$ cat config.mk
export PLATFORM = sky130hd
export DESIGN_NAME = adpw_decode
export DESIGN_NICKNAME = d
export VERILOG_FILES = /design/src/adpw_pkg.sv /design/src/adpw_decode.sv /design/src/adpw_page_class.sv
export VERILOG_INCLUDE_DIRS = /design/src
export SDC_FILE = /design/constraint.sdc
export NUM_CORES = 1
export LEC_CHECK = 0
export ABC_AREA = 1
export ABC_CLOCK_PERIOD_IN_PS = 1100
export BUFFER_PORTS_ARGS = -buffer_cell sky130_fd_sc_hd__clkbuf_2
export CORE_ASPECT_RATIO = 1.1
export CORE_MARGIN = 5
export CORE_UTILIZATION = 40
export CTS_BUF_LIST = sky130_fd_sc_hd__clkbuf_4
export DETAILED_ROUTE_END_ITERATION = 8
export MAX_ROUTING_LAYER = met4
export PLACE_DENSITY_LB_ADDON = 0.2
export SETUP_SLACK_MARGIN = 0.3
export SKIP_LAST_GASP = 1
export SLEW_MARGIN = 20
export SYNTH_ARGS = -nofsm -noshare
export SYNTH_HDL_FRONTEND = slang
export SYNTH_SLANG_ARGS = --single-unit
$ cat constraint.sdc
create_clock -name clock -period 1.1 [get_ports clock]
set_input_delay 0.22 -clock clock [delete_from_list [all_inputs] [get_ports clock]]
set_output_delay 0.22 -clock clock [all_outputs]
set_load 0.1 [all_outputs]
$ cat src/adpw_defs.svh
// Purpose: Constants for the address decode and page window block
// Assumes: 16-bit core address bus, six-bit page index
// Notes: Offsets are relative to the register block base
//
// Contract
// - Only one select is active at any time.
// - Priority: debug, registers, RAM, EEPROM, program memory, external.
// - Expanded modes: unclaimed space and ports A/B registers go external.
// - Port E emulation bit in expanded modes sends port E registers external.
// - Special peripheral mode drops the first 16 expansion registers.
// - Emulation with port K emulation bit sends port K registers external.
// - Port K bit 7 is low-active emulation select for program space.
// - Port K bit 6 is low-active external select when emulation select idle.
// - External select stays idle for unimplemented or removed register slots.
// - Selects depend on operating mode and mapping control settings.
// - Six-bit page picks a 16K block shown at 0x8000 to 0xBFFF.
// - Partition switches set which pages are internal; lower pages external.
// - Region 0xC000 to 0xFFFF is never paged.
// - Page register has 64 pages, bus and sequence readable and writable; the code has no bus read path for it.
// - Bus page writes take effect one cycle later; sequence writes in time.
// - Port K emulation in expanded mode drives page onto upper address.
`ifndef ADPW_DEFS_SVH
`define ADPW_DEFS_SVH
`define ADPW_WIN_LO 16'h8000
`define ADPW_WIN_HI 16'hBFFF
`define ADPW_REG_SIZE 16'h0400
`define ADPW_DBG_SIZE 16'h0100
`define ADPW_EXP_REGS 16'h0010
`define ADPW_PORTA_OFS 16'h0000
`define ADPW_PORTB_OFS 16'h0001
`define ADPW_DDRA_OFS 16'h0002
`define ADPW_DDRB_OFS 16'h0003
`define ADPW_PORTE_OFS 16'h0008
`define ADPW_DDRE_OFS 16'h0009
`define ADPW_PORTK_OFS 16'h0032
`define ADPW_DDRK_OFS 16'h0033
`define ADPW_PAGE_OFS 16'h0030
`define ADPW_PAGE_RESET 6'h00
`define ADPW_PART_128K 6'h38
`define ADPW_PART_256K 6'h30
`define ADPW_PART_512K 6'h20
`define ADPW_XA_LOW 6'h3D
`define ADPW_XA_MID 6'h3E
`define ADPW_XA_TOP 6'h3F
`endif

$ cat src/adpw_pkg.sv
// Purpose: Types for the address decode and page window block
// Assumes: Included constants header
// Notes: Mode encoding is local to this block
package adpw_pkg;
   typedef enum logic [2:0]
   {
      ADPW_MODE_SINGLE = 3'h0,
      ADPW_MODE_SPECIAL_SINGLE = 3'h1,
      ADPW_MODE_NORMAL_EXP = 3'h2,
      ADPW_MODE_EMUL_EXP = 3'h3,
      ADPW_MODE_TEST = 3'h4,
      ADPW_MODE_PERIPH = 3'h5
   } adpw_mode_t;

   typedef struct packed
   {
      logic debug;
      logic regs;
      logic ram;
      logic eeprom;
      logic prog;
      logic ext;
   } adpw_sel_t;

   typedef struct packed
   {
      logic [15:0] addr;
      logic valid;
      logic write;
      logic [7:0] wdata;
   } adpw_bus_t;

   typedef struct packed
   {
      logic debug_en;
      logic [15:0] reg_base;
      logic [15:0] ram_base;
      logic [15:0] ram_size;
      logic [15:0] ee_base;
      logic [15:0] ee_size;
      logic prog_low_en;
      logic [15:0] prog_low_base;
   } adpw_map_t;
endpackage

$ cat src/adpw_decode.sv
// Purpose: Prioritised address decode, chip selects and program page window
// Assumes: Bus inputs synchronous; one bus cycle per clock
// Notes: Outputs registered, so they reflect the address of the prior edge
`timescale 1ns/10ps
`include "adpw_defs.svh"
module adpw_decode
   import adpw_pkg::*;
(
   // Clock and reset
   input wire logic clock,
   input wire logic reset_n,
   // Core bus
   input wire adpw_bus_t bus,
   // Far call and return page load
   input wire logic seq_page_load,
   input wire logic [5:0] seq_page_value,
   // Mode and mapping control
   input wire adpw_mode_t mode,
   input wire adpw_map_t map,
   input wire logic port_e_emulation_enable,
   input wire logic port_k_emulation_enable,
   input wire logic prog_low_hide,
   input wire logic [1:0] rom_alloc_switches,
   input wire logic [1:0] paging_partition_switches,
   // Decoded results
   output adpw_sel_t sel_reg,
   output logic emulation_chip_select_n,
   output logic external_chip_select_n,
   output logic [5:0] extended_upper_address,
   output logic [5:0] program_page_register,
   output logic page_internal_reg
);
   logic [15:0] a;
   logic [15:0] reg_ofs;
   logic expanded;
   logic emul;
   logic in_regs;
   logic removed;
   logic in_win;
   logic page_int;
   logic rom_claim;
   logic ecs_hit;
   adpw_sel_t sel_next;

   assign a = bus.addr;
   assign reg_ofs = a - map.reg_base;
   assign emul = (mode == ADPW_MODE_EMUL_EXP);
   assign expanded = (mode == ADPW_MODE_NORMAL_EXP) || emul
      || (mode == ADPW_MODE_TEST);
   assign in_regs = (a >= map.reg_base) && (reg_ofs < `ADPW_REG_SIZE);
   assign in_win = (a >= `ADPW_WIN_LO) && (a <= `ADPW_WIN_HI);

   adpw_page_class u_class
   (
      .page_index_bits(program_page_register),
      .paging_partition_switches(paging_partition_switches),
      .internal(page_int)
   );

   // Register slots removed from the register map; expanded modes hand them to the ext bus
   always_comb
   begin
      removed = 1'b0;
      if (expanded && (reg_ofs == `ADPW_PORTA_OFS
         || reg_ofs == `ADPW_PORTB_OFS || reg_ofs == `ADPW_DDRA_OFS
         || reg_ofs == `ADPW_DDRB_OFS))
         removed = 1'b1;
      if (expanded && port_e_emulation_enable
         && (reg_ofs == `ADPW_PORTE_OFS || reg_ofs == `ADPW_DDRE_OFS))
         removed = 1'b1;
      if (mode == ADPW_MODE_PERIPH && reg_ofs < `ADPW_EXP_REGS)
         removed = 1'b1;
      if (emul && port_k_emulation_enable
         && (reg_ofs == `ADPW_PORTK_OFS || reg_ofs == `ADPW_DDRK_OFS))
         removed = 1'b1;
      removed = removed && in_regs;
   end

   // Program memory claim: top block by alloc, window by page, low by enable unless hidden
   always_comb
   begin
      rom_claim = 1'b0;
      if (a >= `ADPW_WIN_LO && !in_win)
         rom_claim = (rom_alloc_switches != 2'b00);
      else if (in_win)
         rom_claim = page_int;
      else if (map.prog_low_en && !prog_low_hide)
         rom_claim = (a >= map.prog_low_base);
   end

   // One-hot priority select
   always_comb
   begin
      sel_next = '0;
      if (map.debug_en && a >= (16'hFFFF - `ADPW_DBG_SIZE + 16'h0001))
         sel_next.debug = 1'b1;
      else if (in_regs && !removed)
         sel_next.regs = 1'b1;
      else if (!in_regs && a >= map.ram_base
         && (a - map.ram_base) < map.ram_size)
         sel_next.ram = 1'b1;
      else if (!in_regs && a >= map.ee_base
         && (a - map.ee_base) < map.ee_size)
         sel_next.eeprom = 1'b1;
      else if (!in_regs && rom_claim)
         sel_next.prog = 1'b1;
      else if (expanded)
         sel_next.ext = 1'b1;
   end

   assign ecs_hit = emul && port_k_emulation_enable && sel_next.prog;

   always_ff @(posedge clock or negedge reset_n)
   begin
      if (!reset_n)
         sel_reg <= '0;
      else
         sel_reg <= bus.valid ? sel_next : '0;
   end

   always_ff @(posedge clock or negedge reset_n)
   begin
      if (!reset_n)
      begin
         emulation_chip_select_n <= 1'b1;
         external_chip_select_n <= 1'b1;
      end
      else
      begin
         emulation_chip_select_n <= !(bus.valid && ecs_hit);
         // Removed slots select the ext bus in expanded modes but not this select
         external_chip_select_n <= !(bus.valid && port_k_emulation_enable
            && !ecs_hit && sel_next.ext && !removed);
      end
   end

   always_ff @(posedge clock or negedge reset_n)
   begin
      if (!reset_n)
         extended_upper_address <= `ADPW_XA_TOP;
      else if (expanded && port_k_emulation_enable)
      begin
         if (in_win)
            extended_upper_address <= program_page_register;
         else if (a >= `ADPW_WIN_LO)
            extended_upper_address <= `ADPW_XA_TOP;
         else if (a[14])
            extended_upper_address <= `ADPW_XA_MID;
         else
            extended_upper_address <= `ADPW_XA_LOW;
      end
   end

   // Page register: sequence load wins over a bus write in the same cycle
   always_ff @(posedge clock or negedge reset_n)
   begin
      if (!reset_n)
         program_page_register <= `ADPW_PAGE_RESET;
      else if (seq_page_load)
         program_page_register <= seq_page_value;
      else if (bus.valid && bus.write && in_regs
         && reg_ofs == `ADPW_PAGE_OFS)
         program_page_register <= bus.wdata[5:0];
   end

   always_ff @(posedge clock or negedge reset_n)
   begin
      if (!reset_n)
         page_internal_reg <= 1'b0;
      else
         page_internal_reg <= page_int;
   end

   AST_ONEHOT: assert property (@(posedge clock) disable iff (!reset_n)
      $onehot0(sel_reg)) else $error("more than one select");
   AST_REGS_OVER_RAM: assert property (@(posedge clock) disable iff (!reset_n)
      bus.valid && in_regs && !removed && !sel_next.debug |=> sel_reg.regs)
      else $error("registers lost priority");
   AST_EXP_PORTA: assert property (@(posedge clock) disable iff (!reset_n)
      bus.valid && expanded && in_regs && reg_ofs == `ADPW_PORTA_OFS
      |=> !sel_reg.regs) else $error("port A stayed internal");
   AST_PORTE: assert property (@(posedge clock) disable iff (!reset_n)
      bus.valid && expanded && port_e_emulation_enable && in_regs
      && reg_ofs == `ADPW_DDRE_OFS |=> !sel_reg.regs)
      else $error("port E stayed internal");
   AST_PERIPH: assert property (@(posedge clock) disable iff (!reset_n)
      bus.valid && mode == ADPW_MODE_PERIPH && in_regs
      && reg_ofs < `ADPW_EXP_REGS |=> !sel_reg.regs)
      else $error("expansion register stayed internal");
   AST_PORTK: assert property (@(posedge clock) disable iff (!reset_n)
      bus.valid && emul && port_k_emulation_enable && in_regs
      && reg_ofs == `ADPW_PORTK_OFS |=> !sel_reg.regs)
      else $error("port K stayed internal");
   AST_ECS_COND: assert property (@(posedge clock) disable iff (!reset_n)
      !emulation_chip_select_n |-> sel_reg.prog && $past(emul))
      else $error("emulation select outside program space");
   AST_XCS_EXCL: assert property (@(posedge clock) disable iff (!reset_n)
      !external_chip_select_n |-> emulation_chip_select_n && sel_reg.ext)
      else $error("external select misplaced");
   AST_XCS_REMOVED: assert property (@(posedge clock) disable iff (!reset_n)
      removed |=> external_chip_select_n)
      else $error("external select on removed slot");
   AST_PAGE_WRITE: assert property (@(posedge clock) disable iff (!reset_n)
      bus.valid && bus.write && in_regs && reg_ofs == `ADPW_PAGE_OFS
      && !seq_page_load |=> program_page_register == $past(bus.wdata[5:0]))
      else $error("page write not applied");
   AST_SEQ_LOAD: assert property (@(posedge clock) disable iff (!reset_n)
      seq_page_load |=> program_page_register == $past(seq_page_value))
      else $error("sequence page load lost");
   AST_XA_WIN: assert property (@(posedge clock) disable iff (!reset_n)
      expanded && port_k_emulation_enable && in_win
      |=> extended_upper_address == $past(program_page_register))
      else $error("upper address not page");
   AST_IDLE_SEL: assert property (@(posedge clock) disable iff (!reset_n)
      !bus.valid |=> sel_reg == '0)
      else $error("select without bus cycle");
   AST_ECS_OFF: assert property (@(posedge clock) disable iff (!reset_n)
      !port_k_emulation_enable |=> emulation_chip_select_n
      && external_chip_select_n)
      else $error("chip select without port K emulation");
   AST_WIN_EXT: assert property (@(posedge clock) disable iff (!reset_n)
      bus.valid && in_win && !page_int |=> !sel_reg.prog)
      else $error("external page selected program memory");
   AST_TOP_UNPAGED: assert property (@(posedge clock) disable iff (!reset_n)
      expanded && port_k_emulation_enable && a >= `ADPW_WIN_LO && !in_win
      |=> extended_upper_address == `ADPW_XA_TOP)
      else $error("top block paged");
endmodule // adpw_decode

$ cat src/adpw_page_class.sv
// Purpose: Classify a page index as internal or external
// Assumes: Partition switches are static integration settings
// Notes: Pure combinational helper
`timescale 1ns/10ps
`include "adpw_defs.svh"
module adpw_page_class
   import adpw_pkg::*;
(
   // Page and switches
   input wire logic [5:0] page_index_bits,
   input wire logic [1:0] paging_partition_switches,
   // Result
   output logic internal
);
   always_comb
   begin
      case (paging_partition_switches)
         2'b00: internal = (page_index_bits >= `ADPW_PART_128K);
         2'b01: internal = (page_index_bits >= `ADPW_PART_256K);
         2'b10: internal = (page_index_bits >= `ADPW_PART_512K);
         default: internal = 1'b1;
      endcase
   end
endmodule // adpw_page_class

== Yosys cells after proc, flatten, opt, wreduce, memory -nomap -nowiden ==
Cells that the tools add are included.

* Add/sub/neg operators: 3
* Magnitude comparators: 14
* Equal/unequal tests: 14
* Muxes and demuxes: 25
* Reduce and logical (&&, ||, !) cells: 46

{| class="wikitable"
|+ Operators by type and width
! operator !! count
|-
| $ge A16 B16 Y1 || 4
|-
| $eq A16 B6 Y1 const B || 3
|-
| $sub A16 B16 Y16 || 3
|-
| $eq A16 B2 Y1 const B || 2
|-
| $eq A16 B4 Y1 const B || 2
|-
| $ge A16 B16 Y1 const B || 2
|-
| $lt A16 B16 Y1 || 2
|-
| $logic_and A1 B1 Y1 || 28
|-
| $mux W6 || 4
|-
| $ge A6 B6 Y1 const B || 3
|-
| $eq A16 B1 Y1 const B || 1
|-
| $le A16 B16 Y1 const B || 1
|-
| $logic_not A16 Y1 || 1
|-
| $lt A16 B11 Y1 const B || 1
|-
| $lt A16 B5 Y1 const B || 1
|-
| $mux W1 || 14
|-
| $logic_not A1 Y1 || 7
|-
| $logic_or A1 B1 Y1 || 7
|-
| $eq A3 B2 Y1 const B || 2
|-
| $eq A3 B3 Y1 const B || 2
|-
| $mux W2 || 3
|-
| $mux W5 || 1
|-
| $mux W4 || 1
|-
| $reduce_bool A2 Y1 || 2
|-
| other kinds (5) || 5
|}

* Flip-flop bits (word level): 21
* Input bits: 143

== Depth between registers and ports, before layout ==
Gate-level depths: netlist (run 1).

* Word-level depth: 21
* Depth in mapped cells: 23
* Gate-level depth less buffers: 23

== By module ==
A second synthesis (run 1) with hierarchy kept.

* Cell total of the unflattened synthesis: 833
* Area, all modules: 5083.6 um2

{| class="wikitable"
|+ Modules (own cells, without submodules)
! module !! instances !! cells each !! area each (um2)
|-
| adpw_decode || 1 || 825 || 5052.3
|-
| adpw_page_class || 1 || 8 || 31.3
|}

== Worst setup path after synthesis (run 1) ==
Ideal clock, no wire load.

* Path kind: input port to flip-flop
* From: input port bus[10] (netlist bit)
* To: register external_chip_select_n
* Setup time: 0.064 ns
* Arrival: 2.927 ns
* Data required time: 1.036 ns
* Slack: -1.891 ns
* Stages on the path: 23
* Buffers on the path: 0
* Path through: inv_1 -> ha_1 -> inv_1 -> fa_1 -> nand2_1 -> a21oi_1 -> nand2_1 -> nand3_1 -> nand3_1 -> nand2_1 -> a31oi_1 -> o21ai_0 -> xor2_1 -> ha_1 -> nand2_1 -> nor2_1 -> a211oi_1 -> nand2_1 -> a21oi_1 -> nand2_1 -> nand2_2 -> inv_1 -> nand3_1

* Longest elaborated chain between the ends: 21

{| class="wikitable"
|+ Ends and longest elaborated chain
! element !! RTL line !! RTL
|-
| start: declaration || adpw_decode.sv:13 || <nowiki>input wire adpw_bus_t bus,</nowiki>
|-
| branches (longest 19 deep; another with $sub A16 B16 Y16) || n/a ||
|-
| $logic_and A1 B1 Y1 (*) || adpw_decode.sv:133 || <nowiki>&& !ecs_hit && sel_next.ext && !removed);</nowiki>
|-
| $logic_not A1 Y1 (*) || adpw_decode.sv:132 || <nowiki>external_chip_select_n <= !(bus.valid && port_k_emulation_enable</nowiki>
|-
| end signal: assignment || adpw_decode.sv:132 ||
|-
| end: declaration || adpw_decode.sv:28 || <nowiki>output logic external_chip_select_n,</nowiki>
|}

Mark *: on every way between the ends.
A chain may end at the register's enable or synchronous reset.

== Worst setup path in the final report (run 1) ==
* From: input port bus[16] (netlist bit)
* To: register emulation_chip_select_n

* Longest elaborated chain between the ends: 18

{| class="wikitable"
|+ Ends and longest elaborated chain
! element !! RTL line !! RTL
|-
| branches (longest 14 deep; another with $sub A16 B16 Y16) || n/a ||
|-
| $mux W5 (*) || adpw_decode.sv:95 || <nowiki>if (map.debug_en && a >= (16'hFFFF - `ADPW_DBG_SIZE + 16'h0001))</nowiki>
|-
| $logic_and A1 B1 Y1 (*) || adpw_decode.sv:111 || <nowiki>assign ecs_hit = emul && port_k_emulation_enable && sel_next.prog;</nowiki>
|-
| $logic_and A1 B1 Y1 (*) || adpw_decode.sv:130 || <nowiki>emulation_chip_select_n <= !(bus.valid && ecs_hit);</nowiki>
|-
| $logic_not A1 Y1 (*) || adpw_decode.sv:130 ||
|-
| end signal: assignment || adpw_decode.sv:130 ||
|-
| end: declaration || adpw_decode.sv:27 || <nowiki>output logic emulation_chip_select_n,</nowiki>
|}

Marks and branches as above.

==> results.sh, run 1 <==
export IMPL_status="finished, violations left"
export IMPL_failed_checks="negative hold slack, negative setup slack"
export IMPL_fin_skew_ns=0.0008988
export IMPL_drtIter0Drc=249
export IMPL_synth_cell_types=36
export IMPL_grt_pass1_wl_um=26750
export IMPL_final_nets=1380
export IMPL_syn_to_final_growth_pct=72.62
export IMPL_r2r_start="program_page_register[3]"
export IMPL_clk_pin_slew_ns=0.11
export IMPL_synth_top_area_share_pct=23.95
export IMPL_htreeDepth=1
export IMPL_hold_slack_ns=-0.1406
export IMPL_cts_root_buf="clkbuf_4"
export IMPL_gp_congestion=0.9291
export IMPL_netlist_instances=821
export IMPL_placed_area_um2=7480
export IMPL_layout_drive_gt1_share_pct=44.11
export IMPL_syn_nets=1062
export IMPL_core_area_um2=12090
export IMPL_start_util_pct=41.06
export IMPL_p_total_mw=6.591
export IMPL_synth_edf_count=0
export IMPL_end_kind="register"
export IMPL_hpwlAfterDp_um=14010
export IMPL_async_flop_share_pct=100.0
export IMPL_synth_warnings=0
export IMPL_yosysTopAreaCell="ha_1"
export IMPL_hold_viol=13
export IMPL_yosysSeqAreaShare_pct=10.79
export IMPL_final_cells=1292
export IMPL_worst_ep_arrival_time_ns=2.91
export IMPL_synth_most_common_cell="nand2_1"
export IMPL_startpoint="bus[16]"
export IMPL_wl_um=17060
export IMPL_vias=6266
export IMPL_tightest_slew_ns=0.5084
export IMPL_crit_fanout=5
export IMPL_port_buffers=161
export IMPL_die_area_um2=14740
export IMPL_report_final_slew_viol_count=0
export IMPL_rr_worst_depth=8
export IMPL_grt_start_max_net_pins=22
export IMPL_ys_ff_latch=21
export IMPL_cts_path_max_buffers=2
export IMPL_fill_cells=995
export IMPL_p_per_area_nw_per_um2=769.5
export IMPL_numClockSinks=21
export IMPL_first_pass_iters=5
export IMPL_drcViolationCount=0
export IMPL_post_route_min_period_ns=2.650
export IMPL_slowest_delay_ns=0.33
export IMPL_crit_chain="buf_8 > ha_4 > nand2_4 > nor3_2 > nand2_1 > nand2_2 > nand2_2 > a21oi_4 > a31oi_4 > buf_6 > xnor2_2 > ha_1 > inv_2 > nor3_2 > a211oi_2 > nand2_1 > a21oi_2 > nand2_2 > nand2_4 > nor2_4 > nand3_2"
export IMPL_grt_usage_pct=22.61
export IMPL_diodes=0
export IMPL_ant_nets=0
export IMPL_pin_count=164
export IMPL_finalInstanceArea_um2=8566
export IMPL_cp_required_ns=1.36
export IMPL_reg2reg_slack_ns=-0.35
export IMPL_synthFlopType="dfrtp_1"
export IMPL_avgSynthCellArea_um2=6.044
export IMPL_synth_commonest_cells="216 x nand2_1, 186 x inv_1, 95 x ha_1"
export IMPL_r2r_end="external_chip_select_n"
export IMPL_num_rows=42
export IMPL_fmax_mhz=377.3
export IMPL_vias_per_cell=4.850
export IMPL_clk_latency_ns=0.31
export IMPL_critPathMostFrequentCell="nand2_2"
export IMPL_cts_buffers=3
export IMPL_seq_area_um2=610.6
export IMPL_synth_area_leaders="ha_1 24%, nand2_1 16%, inv_1 14%, dfrtp_1 6.6%, a21oi_1 6.5%"
export IMPL_placed_cells=1266
export IMPL_setup_viol=34
export IMPL_syn_area_um2=4962
export IMPL_first_global_vias=6149
export IMPL_cp_start_kind="input pin"
export IMPL_rsz0062_at_grt="true"
export IMPL_die_x_um=116.2
export IMPL_cts_tree="yes"
export IMPL_path_class="in2reg"
export IMPL_cp_slowest_cell="ha_1"
export IMPL_multi_input_area_um2=4517
export IMPL_hp_class="in2async"
export IMPL_die_h_um=126.8
export IMPL_p_leak_nw=4.795
export IMPL_cap_violations=0
export IMPL_overflow=0
export IMPL_antenna_found_initial=0
export IMPL_fin_crit_sh_pct=240.9
export IMPL_max_vdd_ir_drop_mv=0.8257
export IMPL_fin_ws_ns=-1.550
export IMPL_wl_per_cell_um=13.20
export IMPL_slew_headroom_pct=66.10
==> per-layer routing <==
| layer | vias up | part of all wire, % | GRT usage (%) |
|---|---|---|---|
| li1 | 3252 | - | - |
| met1 | 2815 | 44 | 28.86 |
| met2 | 169 | 50 | 40.09 |
| met3 | 30 | 4.3 | 0.9052 |
| met4 | 0 | 1.9 | 3.754 |
| met5 | - | 0 | - |
==> stage by stage <==
stage	setup slack, ns	setup TNS (ns)	utilization, %	hold WS (ns)
2_1_floorplan	-1.662	-15.39	-	-0.07557
3_3_place_gp	-1.985	-22.80	61.88	0.2111
3_5_place_dp	-2.081	-23.62	61.88	0.2138
4_1_cts	-1.549	-19.65	67.97	-0.1262
5_1_grt	-1.697	-23.20	70.87	-0.1250
6_report	-1.550	-20.75	70.87	-0.1406
==> placed cells by master, fill, tap and decap left out, types with 26 or more instances in the layout <==
master,synthesis,final
nor2_1,54,38
nand2_2,7,26
a21oi_1,64,48
inv_1,186,168
clkbuf_2,0,127
ha_1,95,72
buf_4,0,135
nand3_1,51,34
nand2_1,216,191
==> cell type report <==
| class | count | area share [%] |
|---|---|---|
| multi-input cells | 610 | 52.73 |
| repair buffers | 315 | 29.08 |
| inverters | 188 | 8.457 |
| flip-flops and latches | 21 | 7.128 |
| well taps | 154 | 2.249 |
| clock buffers | 4 | 0.3506 |
==> power breakdown <==
part | switching [mW] | internal (mW) | total (mW)
clock | 0.236 | 0.166 | 0.402
sequential | 0.0814 | 0.924 | 1.01
combinational | 2.79 | 2.39 | 5.18
total | 3.11 | 3.48 | 6.59
==> worst max-delay path: cells and delay by family <==
| kind | cells | cell delay [ns] |
|---|---|---|
| simple gates | 11 | 0.96 |
| xor+xnor | 1 | 0.12 |
| compound gates | 4 | 0.66 |
| fa+ha+maj | 2 | 0.62 |
| buf+inv | 3 | 0.33 |
==> how the worst max path moves through the flow <==
stage                                   end  slack (ns)  cells past startpoint
CTS                  external_chip_select_n       -1.55                     22
global route        emulation_chip_select_n       -1.70                     21
finish              emulation_chip_select_n       -1.55                     21
global placement     external_chip_select_n       -1.99                     22
detailed placement   external_chip_select_n       -2.08                     22
floorplan            external_chip_select_n       -1.66                     23
==> logic make-up after synthesis <==
logic type / after synthesis / share of synthesized area, %
simple gates: 370 / 32.10
buf+inv: 190 / 14.37
compound gates: 115 / 12.81
fa+ha+maj: 98 / 25.16
xor+xnor: 27 / 4.766
flops: 21 / 10.79
==> repair_timing <==
item	CTS	global route
endpoints found under the setup margin	42	42
buffers inserted	14	8
endpoints found under the hold margin	13	13
pin swaps	52	52
resized for setup	116	78
No activity file was read; power rests on OpenSTA's default activity.
==> run 2: changes to the inputs <==
--- a/config.mk
+++ b/config.mk
@@ -12,7 +12,7 @@
 export CORE_ASPECT_RATIO = 1.1
 export CORE_MARGIN = 5
 export CORE_UTILIZATION = 40
-export CTS_BUF_LIST = sky130_fd_sc_hd__clkbuf_4
+export CTS_BUF_LIST = sky130_fd_sc_hd__clkbuf_16
 export DETAILED_ROUTE_END_ITERATION = 8
 export MAX_ROUTING_LAYER = met4
 export PLACE_DENSITY_LB_ADDON = 0.2
==> constraint.sdc (replaced) <==
create_clock -name clock -period 1.1 [get_ports clock]
set_input_delay 0.22 -clock clock [delete_from_list [all_inputs] [get_ports clock]]
set_output_delay 0.22 -clock clock [all_outputs]
set_load 0.05 [all_outputs]
==> run 2 against run 1 <==
Net effect: the flow still finishes with violations (negative hold slack, negative setup slack); final area grew 0.47%; cell count is essentially flat; non-clock buffer count shrank 2; critical endpoint unchanged; largest cell class unchanged.
==> results.sh, run 2 (same netlist as run 1, synthesis figures left out) <==
export IMPL_cp_slowest_cell="fa_2"
export IMPL_numClockSinks=21
export IMPL_fmax_mhz=368.0
export IMPL_crit_chain="clkbuf_16 > inv_16 > ha_4 > inv_2 > fa_2 > nand2_2 > a21oi_4 > nand2_2 > nand3_2 > nand3_2 > nand2_2 > a31oi_4 > o21ai_2 > xor2_1 > ha_1 > nand2_1 > nor2_1 > a211oi_1 > nand2_1 > a21oi_2 > nand2_2 > nand2_4 > nor2_1 > nand3_1"
export IMPL_grt_usage_pct=24.43
export IMPL_path_class="in2reg"
export IMPL_rsz0062_at_grt="true"
export IMPL_report_final_slew_viol_count=0
export IMPL_clk_pin_slew_ns=0.06
export IMPL_vias=6355
export IMPL_cts_path_max_buffers=2
export IMPL_start_util_pct=41.06
export IMPL_cpLargestDelayFamily="simple AND/OR/NAND/NOR gates"
export IMPL_htreeDepth=1
export IMPL_vias_per_cell=4.923
export IMPL_fin_ws_ns=-1.617
export IMPL_final_common_cell="nand2_1"
export IMPL_cts_root_buf="clkbuf_16"
export IMPL_r2r_start="program_page_register[3]"
export IMPL_slew_headroom_pct=65.09
export IMPL_final_cell_mix="181 x nand2_1, 177 x inv_1, 135 x buf_4"
export IMPL_num_rows=42
export IMPL_syn_to_final_growth_pct=73.42
export IMPL_die_h_um=126.8
export IMPL_clk_latency_ns=0.25
export IMPL_cp_required_ns=1.29
export IMPL_layout_drive_gt1_share_pct=44.28
export IMPL_first_global_vias=6535
export IMPL_ant_nets=0
export IMPL_pin_count=164
export IMPL_port_buffers=161
export IMPL_cts_buffers=3
export IMPL_crit_buf_inv=3
export IMPL_status="finished, violations left"
export IMPL_wl_per_cell_um=13.96
export IMPL_p_total_mw=6.678
export IMPL_slowest_delay_ns=0.34
export IMPL_setup_viol=24
export IMPL_post_route_min_period_ns=2.717
export IMPL_overflow=0
export IMPL_startpoint="bus[10]"
export IMPL_crit_fanout=4
export IMPL_p_leak_nw=4.843
export IMPL_fin_skew_ns=0.004923
export IMPL_final_nets=1378
export IMPL_grt_pass1_wl_um=28830
export IMPL_drcViolationCount=0
export IMPL_worst_ep_arrival_time_ns=2.91
export IMPL_hpwlAfterDp_um=13830
export IMPL_max_vdd_ir_drop_mv=0.7180
export IMPL_grt_start_max_net_pins=22
export IMPL_core_area_um2=12090
export IMPL_cap_violations=0
export IMPL_antenna_found_initial=1
export IMPL_end_kind="register"
export IMPL_hold_slack_ns=-0.07109
export IMPL_wl_um=18020
export IMPL_fin_crit_sh_pct=247.0
export IMPL_die_x_um=116.2
export IMPL_p_per_area_nw_per_um2=776.0
export IMPL_cts_tree="yes"
export IMPL_critPathMostFrequentCell="nand2_2"
export IMPL_first_pass_iters=4
export IMPL_cp_start_kind="input pin"
export IMPL_die_area_um2=14740
export IMPL_hp_class="in2async"
export IMPL_drtIter0Drc=270
export IMPL_gp_congestion=0.9051
export IMPL_failed_checks="negative hold slack, negative setup slack"
export IMPL_tightest_slew_ns=0.5236
export IMPL_hold_viol=13
run 2: cell count changes in the layout (fill, tap and decap cells not counted), moves of 4 or more:
cell / delta
buf_12: -19
clkbuf_16: +13
dfrtp_2: +13
dfrtp_4: -13
buf_6: -12
buf_8: +11
nand2_1: -10
nand2_2: +10
inv_1: +9
inv_2: -9
dfstp_2: +7
dfstp_4: -7
clkbuf_8: +4
run 2: worst paths after layout:
| check | end | slack (ns) | depth (start not counted) |
|---|---|---|---|
| worst max-delay path | emulation_chip_select_n | -1.62 | 24 |
| worst min-delay path | page_internal_reg | -0.07 | 1 |
| worst max register to register | external_chip_select_n | -0.43 | 8 |
| worst min register to register | extended_upper_address[5] | 0.53 | 2 |
| max in group asynchronous | sel_reg[0] | 0.79 | 1 |
| min in group clock | page_internal_reg | 0.23 | 3 |
run 2: per-stage QoR:
step / std cells / util (%) / area, um2 / setup slack (ns) / TNS (ns)
final: 1291 / 71.20 / 8606 / -1.617 / -18.49
after floorplan: 821 / - / 5116 / -1.662 / -15.39
after global placement: 1255 / 58.17 / 7030 / -1.979 / -22.40
after detailed placement: 1255 / 58.17 / 7030 / -2.023 / -23.09
after global routing: 1291 / 71.20 / 8606 / -1.800 / -20.45
after CTS: 1282 / 67.68 / 8180 / -1.608 / -17.79
run 2: power breakdown:
group	total, mW	switching (mW)	internal [mW]
combinational	4.92	2.54	2.38
sequential	0.981	0.0950	0.886
clock	0.780	0.292	0.488
run 2: worst reg2reg max path: stages (launching register included):
cell	delay (ns)
dfrtp_2	0.40
o211ai_1	0.22
nand2_1	0.11
a21oi_1	0.21
nand2_1	0.12
nand2_1	0.07
nand2_1	0.09
nor2_1	0.15
nand3_2	0.07
run 2: final cells by class:
| class | count | area, um2 |
|---|---|---|
| Multi-Input combinational cell | 610 | 4556 |
| Fill cell | 956 | 3481 |
| Timing Repair Buffer | 313 | 2499 |
| Inverter | 188 | 724.4 |
| Sequential cell | 21 | 551.8 |
| Tap cell | 154 | 192.7 |
| Clock buffer | 3 | 75.07 |
| Clock inverter | 1 | 5.005 |
| Antenna cell | 1 | 2.502 |
run 2: metal layers:
| metal | global-route usage [%] | routed length, um | vias up |
|---|---|---|---|
| li1 | - | - | 3255 |
| met5 | - | 0 | - |
| met1 | 29.20 | 7504 | 2863 |
| met4 | 6.348 | 532 | 0 |
| met3 | 2.049 | 764 | 51 |
| met2 | 43.72 | 9215 | 186 |
run 2: what timing repair did:
item                                    CTS  global route
endpoints found under the setup margin   42            42
setup buffers                            22             8
hold endpoints to repair                 13            13
pin swaps                                42            37
cloned                                    1             0
gates resized for setup                 159            90
